<file path="src/common/pbcb_pkg.sv">
`default_nettype none
package pbcb_pkg;

   // ************************************************************
   // register indices (byte address is four times the index)
   // ************************************************************
   localparam logic [5:0] IDX_BATT_CTRL = 6'h05;
   localparam logic [5:0] IDX_BATT_STAT = 6'h06;
   localparam logic [5:0] IDX_CODING    = 6'h1C;
   localparam logic [5:0] IDX_STATION   = 6'h1D;
   localparam logic [5:0] IDX_FRAMING   = 6'h1E;
   localparam logic [5:0] IDX_BANK      = 6'h1F;
   localparam int         NREG          = 6;

   // slot numbers of the write-select vector
   localparam int SLOT_BATT_CTRL = 0;
   localparam int SLOT_BATT_STAT = 1;
   localparam int SLOT_CODING    = 2;
   localparam int SLOT_STATION   = 3;
   localparam int SLOT_FRAMING   = 4;
   localparam int SLOT_BANK      = 5;
   localparam logic [5:0] SLOT_IDX [NREG] = '{IDX_BATT_CTRL, IDX_BATT_STAT, IDX_CODING,
                                              IDX_STATION, IDX_FRAMING, IDX_BANK};

   // ************************************************************
   // reset values
   // ************************************************************
   localparam logic [7:0] RST_BATT_CTRL = 8'hB1;
   localparam logic [7:0] RST_BATT_STAT = 8'h96;
   localparam logic [7:0] RST_CODING    = 8'h00;
   localparam logic [7:0] RST_STATION   = 8'h00;
   localparam logic [7:0] RST_FRAMING   = 8'h00;
   localparam logic [7:0] RST_BANK      = 8'h00;

   // ************************************************************
   // field positions and write masks
   // ************************************************************
   localparam int BIT_LINE_CODE   = 7;
   localparam int LEN_MSB         = 6;
   localparam int BIT_FRAME_MODE  = 7;
   localparam int PRE_MSB         = 6;
   localparam int PRE_LSB         = 5;
   localparam int BIT_WHITEN      = 4;
   localparam int BIT_CHECKSUM    = 3;
   localparam int MATCH_MSB       = 2;
   localparam int MATCH_LSB       = 1;
   localparam int BIT_CHK_STAT    = 0;
   localparam int BIT_AUTO_FLUSH  = 7;
   localparam int BIT_BUF_DIR     = 6;
   localparam int BANK_MSB        = 1;
   localparam int BIT_MON_EN      = 3;
   localparam int THR_MSB         = 2;
   localparam int BIT_SUP_STAT    = 7;
   localparam int BIT_ALERT_ROUTE = 6;
   localparam logic [7:0] MASK_BANK     = 8'hC3;
   localparam logic [7:0] MASK_FRAMING  = 8'hFE;
   localparam logic [7:0] MASK_BATT_STAT = 8'h7F;

   // ************************************************************
   // enumerations and constants
   // ************************************************************
   typedef enum logic [1:0] {
      PAGE_0 = 2'b00,
      PAGE_1 = 2'b01,
      PAGE_2 = 2'b10,
      PAGE_3 = 2'b11
   } pbcb_page_type;

   typedef enum logic [1:0] {
      MATCH_NONE  = 2'b00,
      MATCH_NODE  = 2'b01,
      MATCH_ZERO  = 2'b10,
      MATCH_BOTH  = 2'b11
   } pbcb_match_type;

   localparam logic [7:0] BCAST_ZERO = 8'h00;
   localparam logic [7:0] BCAST_ONES = 8'hFF;
   localparam logic [1:0] HTRANS_NONSEQ = 2'b10;
   localparam logic       HRESP_OKAY    = 1'b0;

endpackage
`default_nettype wire

</file>
<file path="src/common/pbcb_rx_if.sv">
`timescale 1ns/1ps
`default_nettype none
// settings and events between the register bank and the receive checker
interface pbcb_rx_if;
   import pbcb_pkg::*;
   logic [7:0]     station_id;
   pbcb_match_type match_mode;
   logic           checksum_en;
   logic           auto_flush;
   logic           status_clr;
   logic           rx_active;
   logic           crc_done;
   logic           crc_ok;
   logic           addr_valid;
   logic [7:0]     addr_byte;
   logic           crc_status;
   logic           addr_accept_valid;
   logic           addr_accept;
   logic           flush;

   modport bank (
      output station_id, match_mode, checksum_en, auto_flush, status_clr,
             rx_active, crc_done, crc_ok, addr_valid, addr_byte,
      input  crc_status, addr_accept_valid, addr_accept, flush
   );
   modport check (
      input  station_id, match_mode, checksum_en, auto_flush, status_clr,
             rx_active, crc_done, crc_ok, addr_valid, addr_byte,
      output crc_status, addr_accept_valid, addr_accept, flush
   );
endinterface
`default_nettype wire

</file>
<file path="src/hdl/pbcb_rx_check.sv">
`timescale 1ns/1ps
`default_nettype none
module pbcb_rx_check (
   input  wire logic hclk,        // system clock
   input  wire logic hresetn,     // async reset, active low
   pbcb_rx_if.check  rx           // settings in, results out
);
   import pbcb_pkg::*;

   logic hit_node;
   logic hit_zero;
   logic hit_ones;
   logic accept;

   // ************************************************************
   // checksum result flag
   // ************************************************************
   // a result arriving with a clear wins, so no outcome is lost
   always_ff @(posedge hclk or negedge hresetn) begin
      if (!hresetn) begin
         rx.crc_status <= 1'b0;
      end else if (rx.crc_done && rx.checksum_en) begin
         rx.crc_status <= rx.crc_ok;
      end else if (rx.status_clr) begin
         rx.crc_status <= 1'b0;
      end
   end

   // flush pulse only on a failed check while receiving
   always_ff @(posedge hclk or negedge hresetn) begin
      if (!hresetn) begin
         rx.flush <= 1'b0;
      end else begin
         rx.flush <= rx.crc_done && rx.checksum_en && !rx.crc_ok
                     && rx.rx_active && !rx.auto_flush;
      end
   end

   // ************************************************************
   // address filter
   // ************************************************************
   assign hit_node = (rx.addr_byte == rx.station_id);
   assign hit_zero = (rx.addr_byte == BCAST_ZERO);
   assign hit_ones = (rx.addr_byte == BCAST_ONES);

   always_comb begin
      unique case (rx.match_mode)
         MATCH_NONE: accept = 1'b1;
         MATCH_NODE: accept = hit_node;
         MATCH_ZERO: accept = hit_node || hit_zero;
         MATCH_BOTH: accept = hit_node || hit_zero || hit_ones;
      endcase
   end

   // verdict registered one cycle after the address byte
   always_ff @(posedge hclk or negedge hresetn) begin
      if (!hresetn) begin
         rx.addr_accept_valid <= 1'b0;
         rx.addr_accept       <= 1'b0;
      end else begin
         rx.addr_accept_valid <= rx.addr_valid;
         rx.addr_accept       <= rx.addr_valid && accept;
      end
   end

endmodule // pbcb_rx_check
`default_nettype wire

</file>
<file path="src/hdl/pbcb_top.sv">
`timescale 1ns/1ps
`default_nettype none
module pbcb_top (
   input  wire logic                 hclk,              // bus clock, 250 MHz
   input  wire logic                 hresetn,           // async reset, active low
   input  wire logic                 hsel,              // slave select
   input  wire logic [31:0]          haddr,             // byte address
   input  wire logic [1:0]           htrans,            // transfer type
   input  wire logic                 hwrite,            // 1 = write
   input  wire logic [2:0]           hsize,             // transfer size
   input  wire logic [31:0]          hwdata,            // write data
   input  wire logic                 hready,            // bus ready in
   output logic                      hreadyout,         // never stalls
   output logic                      hresp,             // always okay
   output logic [31:0]               hrdata,            // read data, registered
   output logic                      line_coding_en,    // manchester on
   output logic [6:0]                pkt_len,           // length field
   output logic                      frame_variable,    // 1 = variable length
   output logic [2:0]                preamble_bytes,    // 1 to 4
   output logic                      whitening_en,      // scrambler on
   output logic                      checksum_en,       // crc on
   output pbcb_pkg::pbcb_match_type  addr_match_mode,   // filter mode
   output logic [7:0]                station_id,        // node value
   input  wire logic                 standby,           // device in standby
   output logic                      fifo_read_select,  // host reaches read fifo
   input  wire logic                 rx_active,         // receive operation
   input  wire logic                 crc_done,          // check finished, pulse
   input  wire logic                 crc_ok,            // check passed
   output logic                      fifo_flush,        // clear fifo, pulse
   input  wire logic                 rx_addr_valid,     // address byte strobe
   input  wire logic [7:0]           rx_addr_byte,      // received address
   output logic                      rx_addr_done,      // verdict strobe
   output logic                      rx_addr_accept,    // packet accepted
   output logic                      supply_monitor_enable, // detector on
   output logic [2:0]                supply_threshold,  // trip level code
   input  wire logic                 supply_above,      // comparator level
   output logic                      low_supply_pin     // alert output pin
);
   import pbcb_pkg::*;

   // ************************************************************
   // storage
   // ************************************************************
   logic [7:0]    coding_r;
   logic [7:0]    station_r;
   logic [7:0]    framing_r;
   logic [7:0]    bank_r;
   logic [7:0]    batt_ctrl_r;
   logic [7:0]    batt_stat_r;
   logic [NREG-1:0] wsel_r;
   logic [NREG-1:0] wsel_nxt;
   logic [NREG-1:0] vis;
   logic [7:0]    rd_byte;
   logic [7:0]    wbyte;
   logic [5:0]    ap_idx;
   logic          ap_valid;
   logic          ap_mapped;
   logic          crc_status;
   pbcb_page_type page;

   pbcb_rx_if rx_bus ();

   // ************************************************************
   // address phase decode
   // ************************************************************
   assign ap_valid  = hsel && hready && (htrans == HTRANS_NONSEQ);
   assign ap_idx    = haddr[7:2];
   // only aligned words in the low 256 bytes can hit a register
   assign ap_mapped = (haddr[31:8] == 24'h000000) && (haddr[1:0] == 2'b00);
   assign page      = pbcb_page_type'(bank_r[BANK_MSB:0]);
   assign wbyte     = hwdata[7:0];

   // which registers the current page shows
   generate
      for (genvar g = 0; g < NREG; g++) begin : g_vis
         always_comb begin
            if (SLOT_IDX[g] == IDX_BANK) begin
               vis[g] = 1'b1;
            end else if (SLOT_IDX[g] == IDX_BATT_CTRL || SLOT_IDX[g] == IDX_BATT_STAT) begin
               vis[g] = (page == PAGE_1);
            end else begin
               vis[g] = (page == PAGE_0);
            end
         end
         // pages 2 and 3 show only the bank register
         assign wsel_nxt[g] = ap_valid && hwrite && ap_mapped
                              && (ap_idx == SLOT_IDX[g]) && vis[g];
      end
   endgenerate

   // write strobes carried into the data phase
   always_ff @(posedge hclk or negedge hresetn) begin
      if (!hresetn) begin
         wsel_r <= '0;
      end else begin
         wsel_r <= wsel_nxt;
      end
   end

   // ************************************************************
   // read path
   // ************************************************************
   // unused bank bits read as zero, battery reserved bits read as stored; hidden pages read zero
   always_comb begin
      rd_byte = 8'h00;
      if (ap_mapped) begin
         unique case (ap_idx)
            IDX_CODING:    if (vis[SLOT_CODING])    rd_byte = coding_r;
            IDX_STATION:   if (vis[SLOT_STATION])   rd_byte = station_r;
            IDX_FRAMING:   if (vis[SLOT_FRAMING])
                              rd_byte = {framing_r[7:1], crc_status};
            IDX_BANK:      rd_byte = bank_r & MASK_BANK;
            IDX_BATT_CTRL: if (vis[SLOT_BATT_CTRL]) rd_byte = batt_ctrl_r;
            IDX_BATT_STAT: if (vis[SLOT_BATT_STAT])
                              rd_byte = {supply_above, batt_stat_r[6:0]};
            default:       rd_byte = 8'h00;
         endcase
      end
   end

   // data captured at the address edge so hrdata is a flop
   always_ff @(posedge hclk or negedge hresetn) begin
      if (!hresetn) begin
         hrdata <= 32'h00000000;
      end else if (ap_valid && !hwrite) begin
         hrdata <= {24'h000000, rd_byte};
      end
   end

   // zero wait states, so the slave is always ready
   assign hreadyout = 1'b1;
   assign hresp     = HRESP_OKAY;

   // ************************************************************
   // packet handler settings
   // ************************************************************
   always_ff @(posedge hclk or negedge hresetn) begin
      if (!hresetn) begin
         coding_r <= RST_CODING;
      end else if (wsel_r[SLOT_CODING]) begin
         coding_r <= wbyte;
      end
   end

   always_ff @(posedge hclk or negedge hresetn) begin
      if (!hresetn) begin
         station_r <= RST_STATION;
      end else if (wsel_r[SLOT_STATION]) begin
         station_r <= wbyte;
      end
   end

   // bit 0 is the checksum flag, kept in the checker module
   always_ff @(posedge hclk or negedge hresetn) begin
      if (!hresetn) begin
         framing_r <= RST_FRAMING;
      end else if (wsel_r[SLOT_FRAMING]) begin
         framing_r <= wbyte & MASK_FRAMING;
      end
   end

   // a 1 written to the flag position clears it
   assign rx_bus.status_clr = wsel_r[SLOT_FRAMING] && wbyte[BIT_CHK_STAT];

   // ************************************************************
   // bank and buffer select
   // ************************************************************
   // unused bits never stored; codes 2 and 3 are kept as written
   always_ff @(posedge hclk or negedge hresetn) begin
      if (!hresetn) begin
         bank_r <= RST_BANK;
      end else if (wsel_r[SLOT_BANK]) begin
         bank_r <= wbyte & MASK_BANK;
      end
   end

   // host fifo routing holds only while in standby
   always_ff @(posedge hclk or negedge hresetn) begin
      if (!hresetn) begin
         fifo_read_select <= 1'b0;
      end else begin
         fifo_read_select <= standby && bank_r[BIT_BUF_DIR];
      end
   end

   // ************************************************************
   // supply monitor
   // ************************************************************
   // reserved bits are stored as written; software keeps them
   always_ff @(posedge hclk or negedge hresetn) begin
      if (!hresetn) begin
         batt_ctrl_r <= RST_BATT_CTRL;
      end else if (wsel_r[SLOT_BATT_CTRL]) begin
         batt_ctrl_r <= wbyte;
      end
   end

   // bit 7 is the live comparator, so it is never stored
   always_ff @(posedge hclk or negedge hresetn) begin
      if (!hresetn) begin
         batt_stat_r <= RST_BATT_STAT & MASK_BATT_STAT;
      end else if (wsel_r[SLOT_BATT_STAT]) begin
         batt_stat_r <= wbyte & MASK_BATT_STAT;
      end
   end

   // alert only while monitoring, routed and below the trip level
   always_ff @(posedge hclk or negedge hresetn) begin
      if (!hresetn) begin
         low_supply_pin <= 1'b0;
      end else begin
         low_supply_pin <= batt_stat_r[BIT_ALERT_ROUTE]
                           && batt_ctrl_r[BIT_MON_EN] && !supply_above;
      end
   end

   assign supply_monitor_enable = batt_ctrl_r[BIT_MON_EN];
   assign supply_threshold      = batt_ctrl_r[THR_MSB:0];

   // ************************************************************
   // settings out to the datapath
   // ************************************************************
   assign line_coding_en  = coding_r[BIT_LINE_CODE];
   assign pkt_len         = coding_r[LEN_MSB:0];
   assign frame_variable  = framing_r[BIT_FRAME_MODE];
   // code 0 means one byte, so the count is the code plus one
   assign preamble_bytes  = {1'b0, framing_r[PRE_MSB:PRE_LSB]} + 3'd1;
   assign whitening_en    = framing_r[BIT_WHITEN];
   assign checksum_en     = framing_r[BIT_CHECKSUM];
   assign addr_match_mode = pbcb_match_type'(framing_r[MATCH_MSB:MATCH_LSB]);
   assign station_id      = station_r;

   // ************************************************************
   // receive checker
   // ************************************************************
   assign rx_bus.station_id  = station_r;
   assign rx_bus.match_mode  = addr_match_mode;
   assign rx_bus.checksum_en = checksum_en;
   assign rx_bus.auto_flush  = bank_r[BIT_AUTO_FLUSH];
   assign rx_bus.rx_active   = rx_active;
   assign rx_bus.crc_done    = crc_done;
   assign rx_bus.crc_ok      = crc_ok;
   assign rx_bus.addr_valid  = rx_addr_valid;
   assign rx_bus.addr_byte   = rx_addr_byte;

   pbcb_rx_check u_rx_check (
      .hclk    (hclk),
      .hresetn (hresetn),
      .rx      (rx_bus.check)
   );

   assign crc_status     = rx_bus.crc_status;
   assign fifo_flush     = rx_bus.flush;
   assign rx_addr_done   = rx_bus.addr_accept_valid;
   assign rx_addr_accept = rx_bus.addr_accept;

endmodule // pbcb_top
`default_nettype wire

</file>
<file path="config.mk">
export PLATFORM = sky130hd
export DESIGN_NAME = pbcb_top
export DESIGN_NICKNAME = d
export VERILOG_FILES = /design/src/common/pbcb_pkg.sv /design/src/common/pbcb_rx_if.sv /design/src/hdl/pbcb_rx_check.sv /design/src/hdl/pbcb_top.sv
export SDC_FILE = /design/constraint.sdc
export NUM_CORES = 1
export LEC_CHECK = 0
export BUFFER_PORTS_ARGS = -buffer_cell sky130_fd_sc_hd__buf_2
export CAP_MARGIN = 20
export CORE_ASPECT_RATIO = 1.2
export CORE_MARGIN = 3
export CORE_UTILIZATION = 50
export CTS_CLUSTER_DIAMETER = 60
export DETAILED_ROUTE_END_ITERATION = 7
export PLACE_DENSITY = 0.85
export SYNTH_ARGS = -nofsm -noshare
export SYNTH_HDL_FRONTEND = slang
export SYNTH_SLANG_ARGS = --single-unit
</file>
<file path="constraint.sdc">
create_clock -name hclk -period 2.46 [get_ports hclk]
set_clock_uncertainty 0.05 [all_clocks]
set_input_delay 0.369 -clock hclk [delete_from_list [all_inputs] [get_ports hclk]]
set_output_delay 0.369 -clock hclk [all_outputs]
set_load 0.03 [all_outputs]
</file>
=== Word level (Yosys, flattened, before mapping) ===
Cells that the tools add are included.

* Multiplexer cells: 10
* Reduce and logical (&&, ||, !) cells: 38
* Add/sub/neg operators: 1
* Equal/unequal tests: 13

{| class="wikitable"
|+ Operators with widths
! cell !! count
|-
| $mux W8 || 6
|-
| $pmux W8 S6 || 1
|-
| $logic_and A1 B1 Y1 || 26
|-
| $eq A6 B5 Y1 const B || 4
|-
| $logic_not A24 Y1 || 1
|-
| $eq A6 B3 Y1 const B || 2
|-
| $eq A8 B8 Y1 || 1
|-
| $eq A8 B8 Y1 const B || 1
|-
| $logic_not A8 Y1 || 1
|-
| $eq A2 B2 Y1 const B || 3
|-
| $logic_not A2 Y1 || 3
|-
| $eq A2 B1 Y1 const B || 2
|-
| $logic_not A1 Y1 || 4
|-
| $pmux W1 S4 || 1
|-
| $add A2 B1 Y3 const B || 1
|-
| $logic_or A1 B1 Y1 || 2
|-
| $mux W1 || 2
|-
| $reduce_bool A2 Y1 || 1
|}

* Output and inout bits: 67
* Word-level logic and storage cells: 76
* Flip-flop bits (word level): 62
* Bits of input ports: 88

=== Depth between registers and ports, before layout ===
Gate-level depths: netlist of run 1.

* Depth in word-level cells: 6
* Depth in mapped cells: 6

=== Cells and area by module ===
A second synthesis of run 1 with hierarchy kept.

* Cell total of the unflattened synthesis: 279
* Area, all modules: 3314.4 µm²

{| class="wikitable"
|+ Modules (own cells, without submodules)
! module !! instances !! area an instance (µm²) !! cells each
|-
| pbcb_top || 1 || 3030.4 || 249
|-
| pbcb_rx_check || 1 || 284.0 || 30
|}

=== Worst setup path after synthesis of run 1 ===
Ideal clock, no wire load.

* Path kind: in2reg
* From: in haddr[2]
* To: reg hrdata[0]
* Setup slack: 971 ps
* Buffers on the path: 2
* Stages on the path: 6
* Arrival: 1318 ps
* Setup time: 121 ps
* Required time: 2289 ps
* Cell sequence: buf_2 -> buf_2 -> and3b_1 -> o211ai_1 -> nand4_1 -> a22o_1

* Longest elaborated chain between the ends: 3

{| class="wikitable"
|+ RTL lines
! what !! RTL line !! RTL
|-
| start, declared || pbcb_top.sv:7 || <nowiki>input wire logic [31:0] haddr,</nowiki>
|-
| $eq A6 B3 Y1 / $eq A6 B5 Y1 (equally long branches) || pbcb_top.sv:107 || <nowiki>unique case (ap_idx)</nowiki>
|-
| $pmux W8 S6 (*) || pbcb_top.sv:107 ||
|-
| $mux W8 (*) || pbcb_top.sv:106 || <nowiki>if (ap_mapped) begin</nowiki>
|-
| end signal, assigned || pbcb_top.sv:126 || <nowiki>hrdata <= {24'h000000, rd_byte};</nowiki>
|-
| end, declared || pbcb_top.sv:15 || <nowiki>output logic [31:0] hrdata,</nowiki>
|}

Every way passes the cells marked *; elsewhere a longest branch is shown, timed or not.
A chain may end at the register's enable or synchronous reset.

=== Final worst setup path of run 1 ===
* From: reg bank_r[1]
* To: reg hrdata[4]

* Longest elaborated chain between the ends: 4

{| class="wikitable"
|+ RTL lines
! what !! RTL line !! RTL
|-
| start, declared || pbcb_top.sv:47 || <nowiki>logic [7:0] bank_r;</nowiki>
|-
| start signal, assigned || pbcb_top.sv:173 || <nowiki>bank_r <= wbyte & MASK_BANK;</nowiki>
|-
| $eq A2 B1 Y1 / $logic_not A2 Y1 (equally long branches) || n/a ||
|-
| $mux W8 (on tied branches) || n/a ||
|-
| $pmux W8 S6 (*) || pbcb_top.sv:107 ||
|-
| $mux W8 (*) || pbcb_top.sv:106 ||
|}

Marks and branches as above.

==> flow_metrics.py, run 1 <==
metrics = {
    "layout": {
        "diodes": 0,
        "syn2layout_area_growth_pct": 18.3,
        "seq_area_sq_mm": 0.00156,
        "nNetsFinal": 462,
        "fin_area_sq_mm": 0.00390,
        "fill_cells": 515,
        "post-route-util_pct": 62.8,
        "final_cells": 460,
        "multi_input_area_sq_mm": 0.00152,
        "drive_above_1_share_pct": 47.6,
    },
    "min_path": {
        "hold_class": "input pin to register",
    },
    "worst_setup_path": {
        "reg2reg_slack_ns": 0.78,
        "start_kind": "register",
        "rr_startpoint": "bank_r[1]$_DFFE_PN0P_",
        "cp_data_arrival_time_ns": 1.88,
        "worstSetupEndpointType": "register",
        "startpoint": "bank_r[1]$_DFFE_PN0P_",
        "path_max_fanout": 6,
        "r2r-end": "hrdata[4]$_DFFE_PN0P_",
        "cp-endpoint": "hrdata[4]$_DFFE_PN0P_",
        "path_class": "register to register",
        "r2r_cells": 4,
        "crit_required_ns": 2.66,
    },
    "clock_tree": {
        "clkTransAtPathRegs_ns": 0.07,
        "tritoncts": "done",
        "cts.repair.resized": 0,
        "cts-root-buf": "clkbuf_8",
        "clk_latency_ns": 0.34,
        "ctsHoldBuffers": 0,
        "numCtsBuffers": 9,
        "clk_path_buf_depth": 2,
        "postCtsSetupBuffers": 0,
        "cts_max_level": 3,
        "cts.sink_count": 62,
    },
    "route": {
        "ant_nets": 0,
        "routedWlPerCell_um": 16.9,
        "vias": 2519,
        "wirelength_um": 7770,
        "viasPerCell": 5.48,
        "drc_errors": 0,
        "first_pass_iters": 4,
        "drt_iter0_drc": 129,
    },
    "die": {
        "top_level_ports": 155,
        "fp.dieW_um": 80.1,
        "core_area_sq_mm": 0.00621,
        "die_h_um": 94.9,
        "start_util_pct": 53.1,
        "die_area_sq_mm": 0.00761,
        "std_cell_rows": 31,
    },
    "timing": {
        "tightest_slew_ns": 0.750,
        "slew_headroom_pct": 50.0,
        "period_minus_slack_ns": 1.68,
        "maxSlewViolCount": 0,
        "tns_ns": 0,
        "fmaxAchievable_mhz": 595,
        "setup_violations": 0,
        "fin_crit_sh_pct": 68.3,
        "finalHoldWorstSlack_ns": 0.104,
        "hold_violations": 0,
        "rsz0062_at_grt": "no",
        "setup_ws_ns": 0.779,
    },
    "synth": {
        "ys_seq_area_share_pct": 47.3,
        "avgSynthCellArea_sq_um": 11.8,
        "synth_seq_cells": 62,
        "yosysMostFrequentCell": "dfrtp_1",
        "ys.flop_type": "dfrtp_1",
        "ys_types": 47,
        "synth_largest_type_area_fraction_pct": 41.8,
        "ys_top_cells_by_area": "dfrtp_1 42%, mux2_2 15%, buf_4 7.1%, dfstp_2 5.6%, nand4_1 2.3%",
        "synthesis.area_sq_mm": 0.00330,
        "synth_edf_count": 0,
        "syn_inst": 280,
        "yosysWarnings": 0,
        "yosys.area.top_type": "dfrtp_1",
        "synthArstFlopShare_pct": 100,
        "ys_top_cells_by_count": "55 x dfrtp_1, 44 x mux2_2, 31 x buf_4",
    },
    "global_routing": {
        "grt_pass1_vias": 2349,
        "grt_max_degree": 63,
        "antenna_found_initial": 0,
        "grt-ovfl-total": 0,
        "track_usage_pct": 20.7,
        "grt_pass1_wl_um": 11600,
    },
    "power_and_ir_drop": {
        "leakage_nw": 2.03,
        "ir_drop_v": 0.000464,
        "p_per_area_mw_per_mm2": 520,
        "report.power.total_mw": 2.03,
    },
    "place": {
        "io_buffers": 101,
        "pre_cts_slack_ns": 0.451,
        "dpl-instance-area_sq_mm": 0.00371,
        "place_hpwl_um": 5840,
        "gp_congestion": 0.891,
        "dp_cells": 444,
    },
    "run_status": {
        "status": "complete, no violations",
    },
    "flow_run": {
        "maxCapViolations": 0,
    },
}
worst max-delay path, stage by stage (launching register included):
cell and delay, ns:
dfrtp_1 0.49, nor4b_4 0.47, and2_4 0.25, a22oi_1 0.10, o31ai_1 0.22
cell families (layout without fill, tap and decap cells):
kind of cell / after synthesis / in the layout / synth area share [%]
compound gates: 30 / 30 / 7.14
xor+xnor: 9 / 9 / 2.39
fa+ha+maj: 1 / 1 / 0.380
buf+inv: 47 / 121 / 9.15
flops: 62 / 62 / 47.3
mux: 48 / 48 / 16.2
other cells: 2 / 26 / 0.228
simple gates: 81 / 81 / 17.1
flip-flops by register name (all words and copies together), names as in the netlist:
signal	flops
batt_ctrl_r	8
coding_r	8
hrdata	8
station_id	8
batt_stat_r	7
framing_r	7
wsel_r	6
bank_r	4
fifo_read_select	1
low_supply_pin	1
u_rx_check.rx.addr_accept	1
u_rx_check.rx.addr_accept_valid	1
u_rx_check.rx.crc_status	1
u_rx_check.rx.flush	1
per-layer routing:
metal  share of wire [%]  vias up  global-route usage [%]
met2                  48      129                    33.6
met3                 8.5       22                    5.06
li1                    -     1164                       -
met4                 3.2        0                    11.4
met5                   0        -                       0
met1                  40     1204                    25.3
final cells by class:
cell class / instances / share of cell area [%]
Inverter: 2 / 0.192
Multi-Input combinational cell: 195 / 39.1
Clock inverter: 4 / 0.513
Clock buffer: 12 / 4.23
Tap cell: 82 / 2.63
Sequential cell: 62 / 40.0
Timing Repair Buffer: 103 / 13.3
how the worst min path moves through the flow:
stage / end / startpoint / depth (start not counted) / slack [ns]
finish: u_rx_check.rx.addr_accept_valid$_DFF_PN0_ / rx_addr_valid / 1 / 0.10
global route: u_rx_check.rx.addr_accept_valid$_DFF_PN0_ / rx_addr_valid / 1 / 0.1
CTS: u_rx_check.rx.addr_accept_valid$_DFF_PN0_ / rx_addr_valid / 1 / 0.09
detailed placement: u_rx_check.rx.flush$_DFF_PN0_ / bank_r[7]$_DFFE_PN0P_ / 1 / 0.42
global placement: hrdata[3]$_DFFE_PN0P_ / hrdata[3]$_DFFE_PN0P_ / 2 / 0.41
floorplan: bank_r[0]$_DFFE_PN0P_ / hresetn / 0 / 0.02
cell usage in the layout (no fill, tap or decap), drive strengths merged, types with 5 or more instances in the layout:
cell type  instances
and3b              8
mux2              44
nor4               9
a22o               8
a22oi              5
nand4             12
dfstp              7
clkbuf            12
dfrtp             55
nand3             12
xnor2              8
nand2             12
conb              26
buf              103
power breakdown:
part	leakage [nW]	switching [mW]	internal [mW]
Clock	0.102	0.377	0.440
Sequential	0.828	0.000217	1.02
Combinational	1.10	0.134	0.0562
Total	2.03	0.512	1.52
No activity file was read; power rests on OpenSTA's default activity.
==> inputs of run 2 (changes only) <==
--- a/config.mk
+++ b/config.mk
@@ -9,10 +9,10 @@
 export CAP_MARGIN = 20
 export CORE_ASPECT_RATIO = 1.2
 export CORE_MARGIN = 3
-export CORE_UTILIZATION = 50
+export CORE_UTILIZATION = 47
 export CTS_CLUSTER_DIAMETER = 60
 export DETAILED_ROUTE_END_ITERATION = 7
-export PLACE_DENSITY = 0.85
+export PLACE_DENSITY = 0.81
 export SYNTH_ARGS = -nofsm -noshare
 export SYNTH_HDL_FRONTEND = slang
 export SYNTH_SLANG_ARGS = --single-unit
==> constraint.sdc (replaced) <==
create_clock -name hclk -period 1.6 [get_ports hclk]
set_clock_uncertainty 0.05 [all_clocks]
set_input_delay 0.24 -clock hclk [delete_from_list [all_inputs] [get_ports hclk]]
set_output_delay 0.24 -clock hclk [all_outputs]
set_load 0.03 [all_outputs]
==> flow_metrics.py, run 2 (same netlist as run 1, synthesis figures left out) <==
metrics = {
    "run_status": {
        "status": "complete, no violations",
    },
    "place": {
        "gp_congestion": 0.853,
        "dp_cells": 456,
        "pre_cts_slack_ns": -0.0818,
        "io_buffers": 101,
        "dpl-instance-area_sq_mm": 0.00380,
        "place_hpwl_um": 6070,
    },
    "worst_setup_path": {
        "path_max_fanout": 6,
        "worst-path-buf-inv": 0,
        "startpoint": "bank_r[1]$_DFFE_PN0P_",
        "start_kind": "register",
        "critPathMaxStageDelay_ns": 0.48,
        "reg2reg_slack_ns": 0.09,
        "crit_required_ns": 1.79,
        "path_class": "register to register",
        "critPathSlowestCell": "dfrtp_1",
        "rr_startpoint": "bank_r[1]$_DFFE_PN0P_",
        "worstSetupEndpointType": "register",
        "crit_chain": "nor4b_4 > and2_4 > a22oi_1 > o31ai_1",
        "cp_top_family": "simple AND/OR/NAND/NOR gates",
        "cp_data_arrival_time_ns": 1.70,
    },
    "power_and_ir_drop": {
        "swShare_pct": 22.4,
        "p_comb_share_pct": 9.1,
        "switchingPower_uw": 772,
        "p_seq_share_pct": 45.5,
        "p_per_area_mw_per_mm2": 849,
        "ir_drop_v": 0.000614,
        "internal_power_mw": 2.68,
        "clock_power_share_pct": 45.4,
        "report.power.total_mw": 3.45,
        "leakage_nw": 2.11,
    },
    "layout": {
        "final_cell_mix": "101 x buf_2, 55 x dfrtp_1, 44 x mux2_2, 26 x conb_1",
        "drive_above_1_share_pct": 48.2,
        "final_cells": 475,
        "nNetsFinal": 474,
        "post-route-util_pct": 61.5,
        "fin_area_sq_mm": 0.00406,
        "syn2layout_area_growth_pct": 23.3,
        "final_common_cell": "buf_2",
        "multi_input_area_sq_mm": 0.00152,
        "seq_area_sq_mm": 0.00156,
        "fill_cells": 564,
        "diodes": 0,
    },
    "clock_tree": {
        "cts-root-buf": "clkbuf_8",
        "cts.sink_count": 62,
        "clkTransAtPathRegs_ns": 0.07,
        "numCtsBuffers": 9,
        "tritoncts": "done",
        "clk_path_buf_depth": 2,
        "cts_max_level": 3,
        "cts.repair.resized": 0,
        "clk_latency_ns": 0.33,
    },
    "route": {
        "viasPerCell": 5.32,
        "first_pass_iters": 4,
        "routedWlPerCell_um": 16.6,
        "drc_errors": 0,
        "drt_iter0_drc": 103,
        "wirelength_um": 7880,
        "vias": 2528,
        "ant_nets": 0,
    },
    "timing": {
        "rsz0062_at_grt": "no",
        "tns_ns": 0,
        "fin_crit_sh_pct": 94.5,
        "maxSlewViolCount": 0,
        "fmaxAchievable_mhz": 661,
        "period_minus_slack_ns": 1.51,
        "hold_violations": 0,
        "setup_violations": 0,
        "setup_ws_ns": 0.0873,
        "finalHoldWorstSlack_ns": 0.0284,
    },
    "die": {
        "top_level_ports": 155,
        "std_cell_rows": 32,
        "core_area_sq_mm": 0.00661,
        "die_area_sq_mm": 0.00806,
        "start_util_pct": 49.9,
        "die_h_um": 97.7,
        "fp.dieW_um": 82.4,
    },
    "global_routing": {
        "antenna_found_initial": 0,
        "grt_max_degree": 63,
        "grt-ovfl-total": 0,
        "track_usage_pct": 20.3,
        "grt_pass1_vias": 2482,
        "grt_pass1_wl_um": 12200,
    },
    "flow_run": {
        "maxCapViolations": 0,
    },
    "min_path": {
        "hp-start": "crc_ok",
        "hold_class": "input pin to register",
    },
}
[run 2: changes by cell type in the layout (fill, tap and decap cells not counted), sizes merged]
cell	previous run	this run
buf	103	112
clkinv	4	1
dlygate4sd3	0	3
bufinv	0	2
clkbuf	12	13
[run 2: final timing paths]
check | end | depth (start not counted)
worst min-delay path | u_rx_check.rx.flush$_DFF_PN0_ | 2
max in group asynchronous | batt_ctrl_r[0]$_DFFE_PN1P_ | 3
worst max register to register | hrdata[4]$_DFFE_PN0P_ | 4
worst min register to register | u_rx_check.rx.flush$_DFF_PN0_ | 1
min in group asynchronous | hrdata[0]$_DFFE_PN0P_ | 3
worst max-delay path | hrdata[4]$_DFFE_PN0P_ | 4
[run 2: worst register-to-register path, cell delays in order, from the launching register on]
cell     delay (ns)
dfrtp_1        0.48
nor4b_4        0.33
and2_4         0.23
a22oi_1        0.11
o31ai_1        0.22
[run 2: metal layers]
layer  up-vias  wire, um  global-route usage, %
li1       1184         -                      -
met2       114      4040                   33.7
met3        11       603                   5.35
met1      1219      3100                   24.6
met5         -         0                      0
met4         0       140                   7.93
[run 2: repair_timing]
item | CTS | global route
hold buffers | 3 | 0
setup buffers | 0 | 0
endpoints found under the hold margin | 57 | 0
[run 2: area by class of cell]
class                           instances  share of cell area, %
Timing Repair Buffer                  115                   15.5
Sequential cell                        62                   38.4
Tap cell                               85                   2.62
Inverter                                2                  0.185
Multi-Input combinational cell        195                   37.5
Clock buffer                           13                   4.16
Clock inverter                          3                   1.60
[run 2: power groups by stage]
stage               Clock, mW  Sequential (mW)  Combinational, mW
detailed placement          0             1.60              0.308
CTS                      1.60             1.57              0.314
floorplan                   0             1.60              0.197
finish                   1.57             1.57              0.313
global placement            0             1.60              0.302
global route             1.67             1.57              0.345
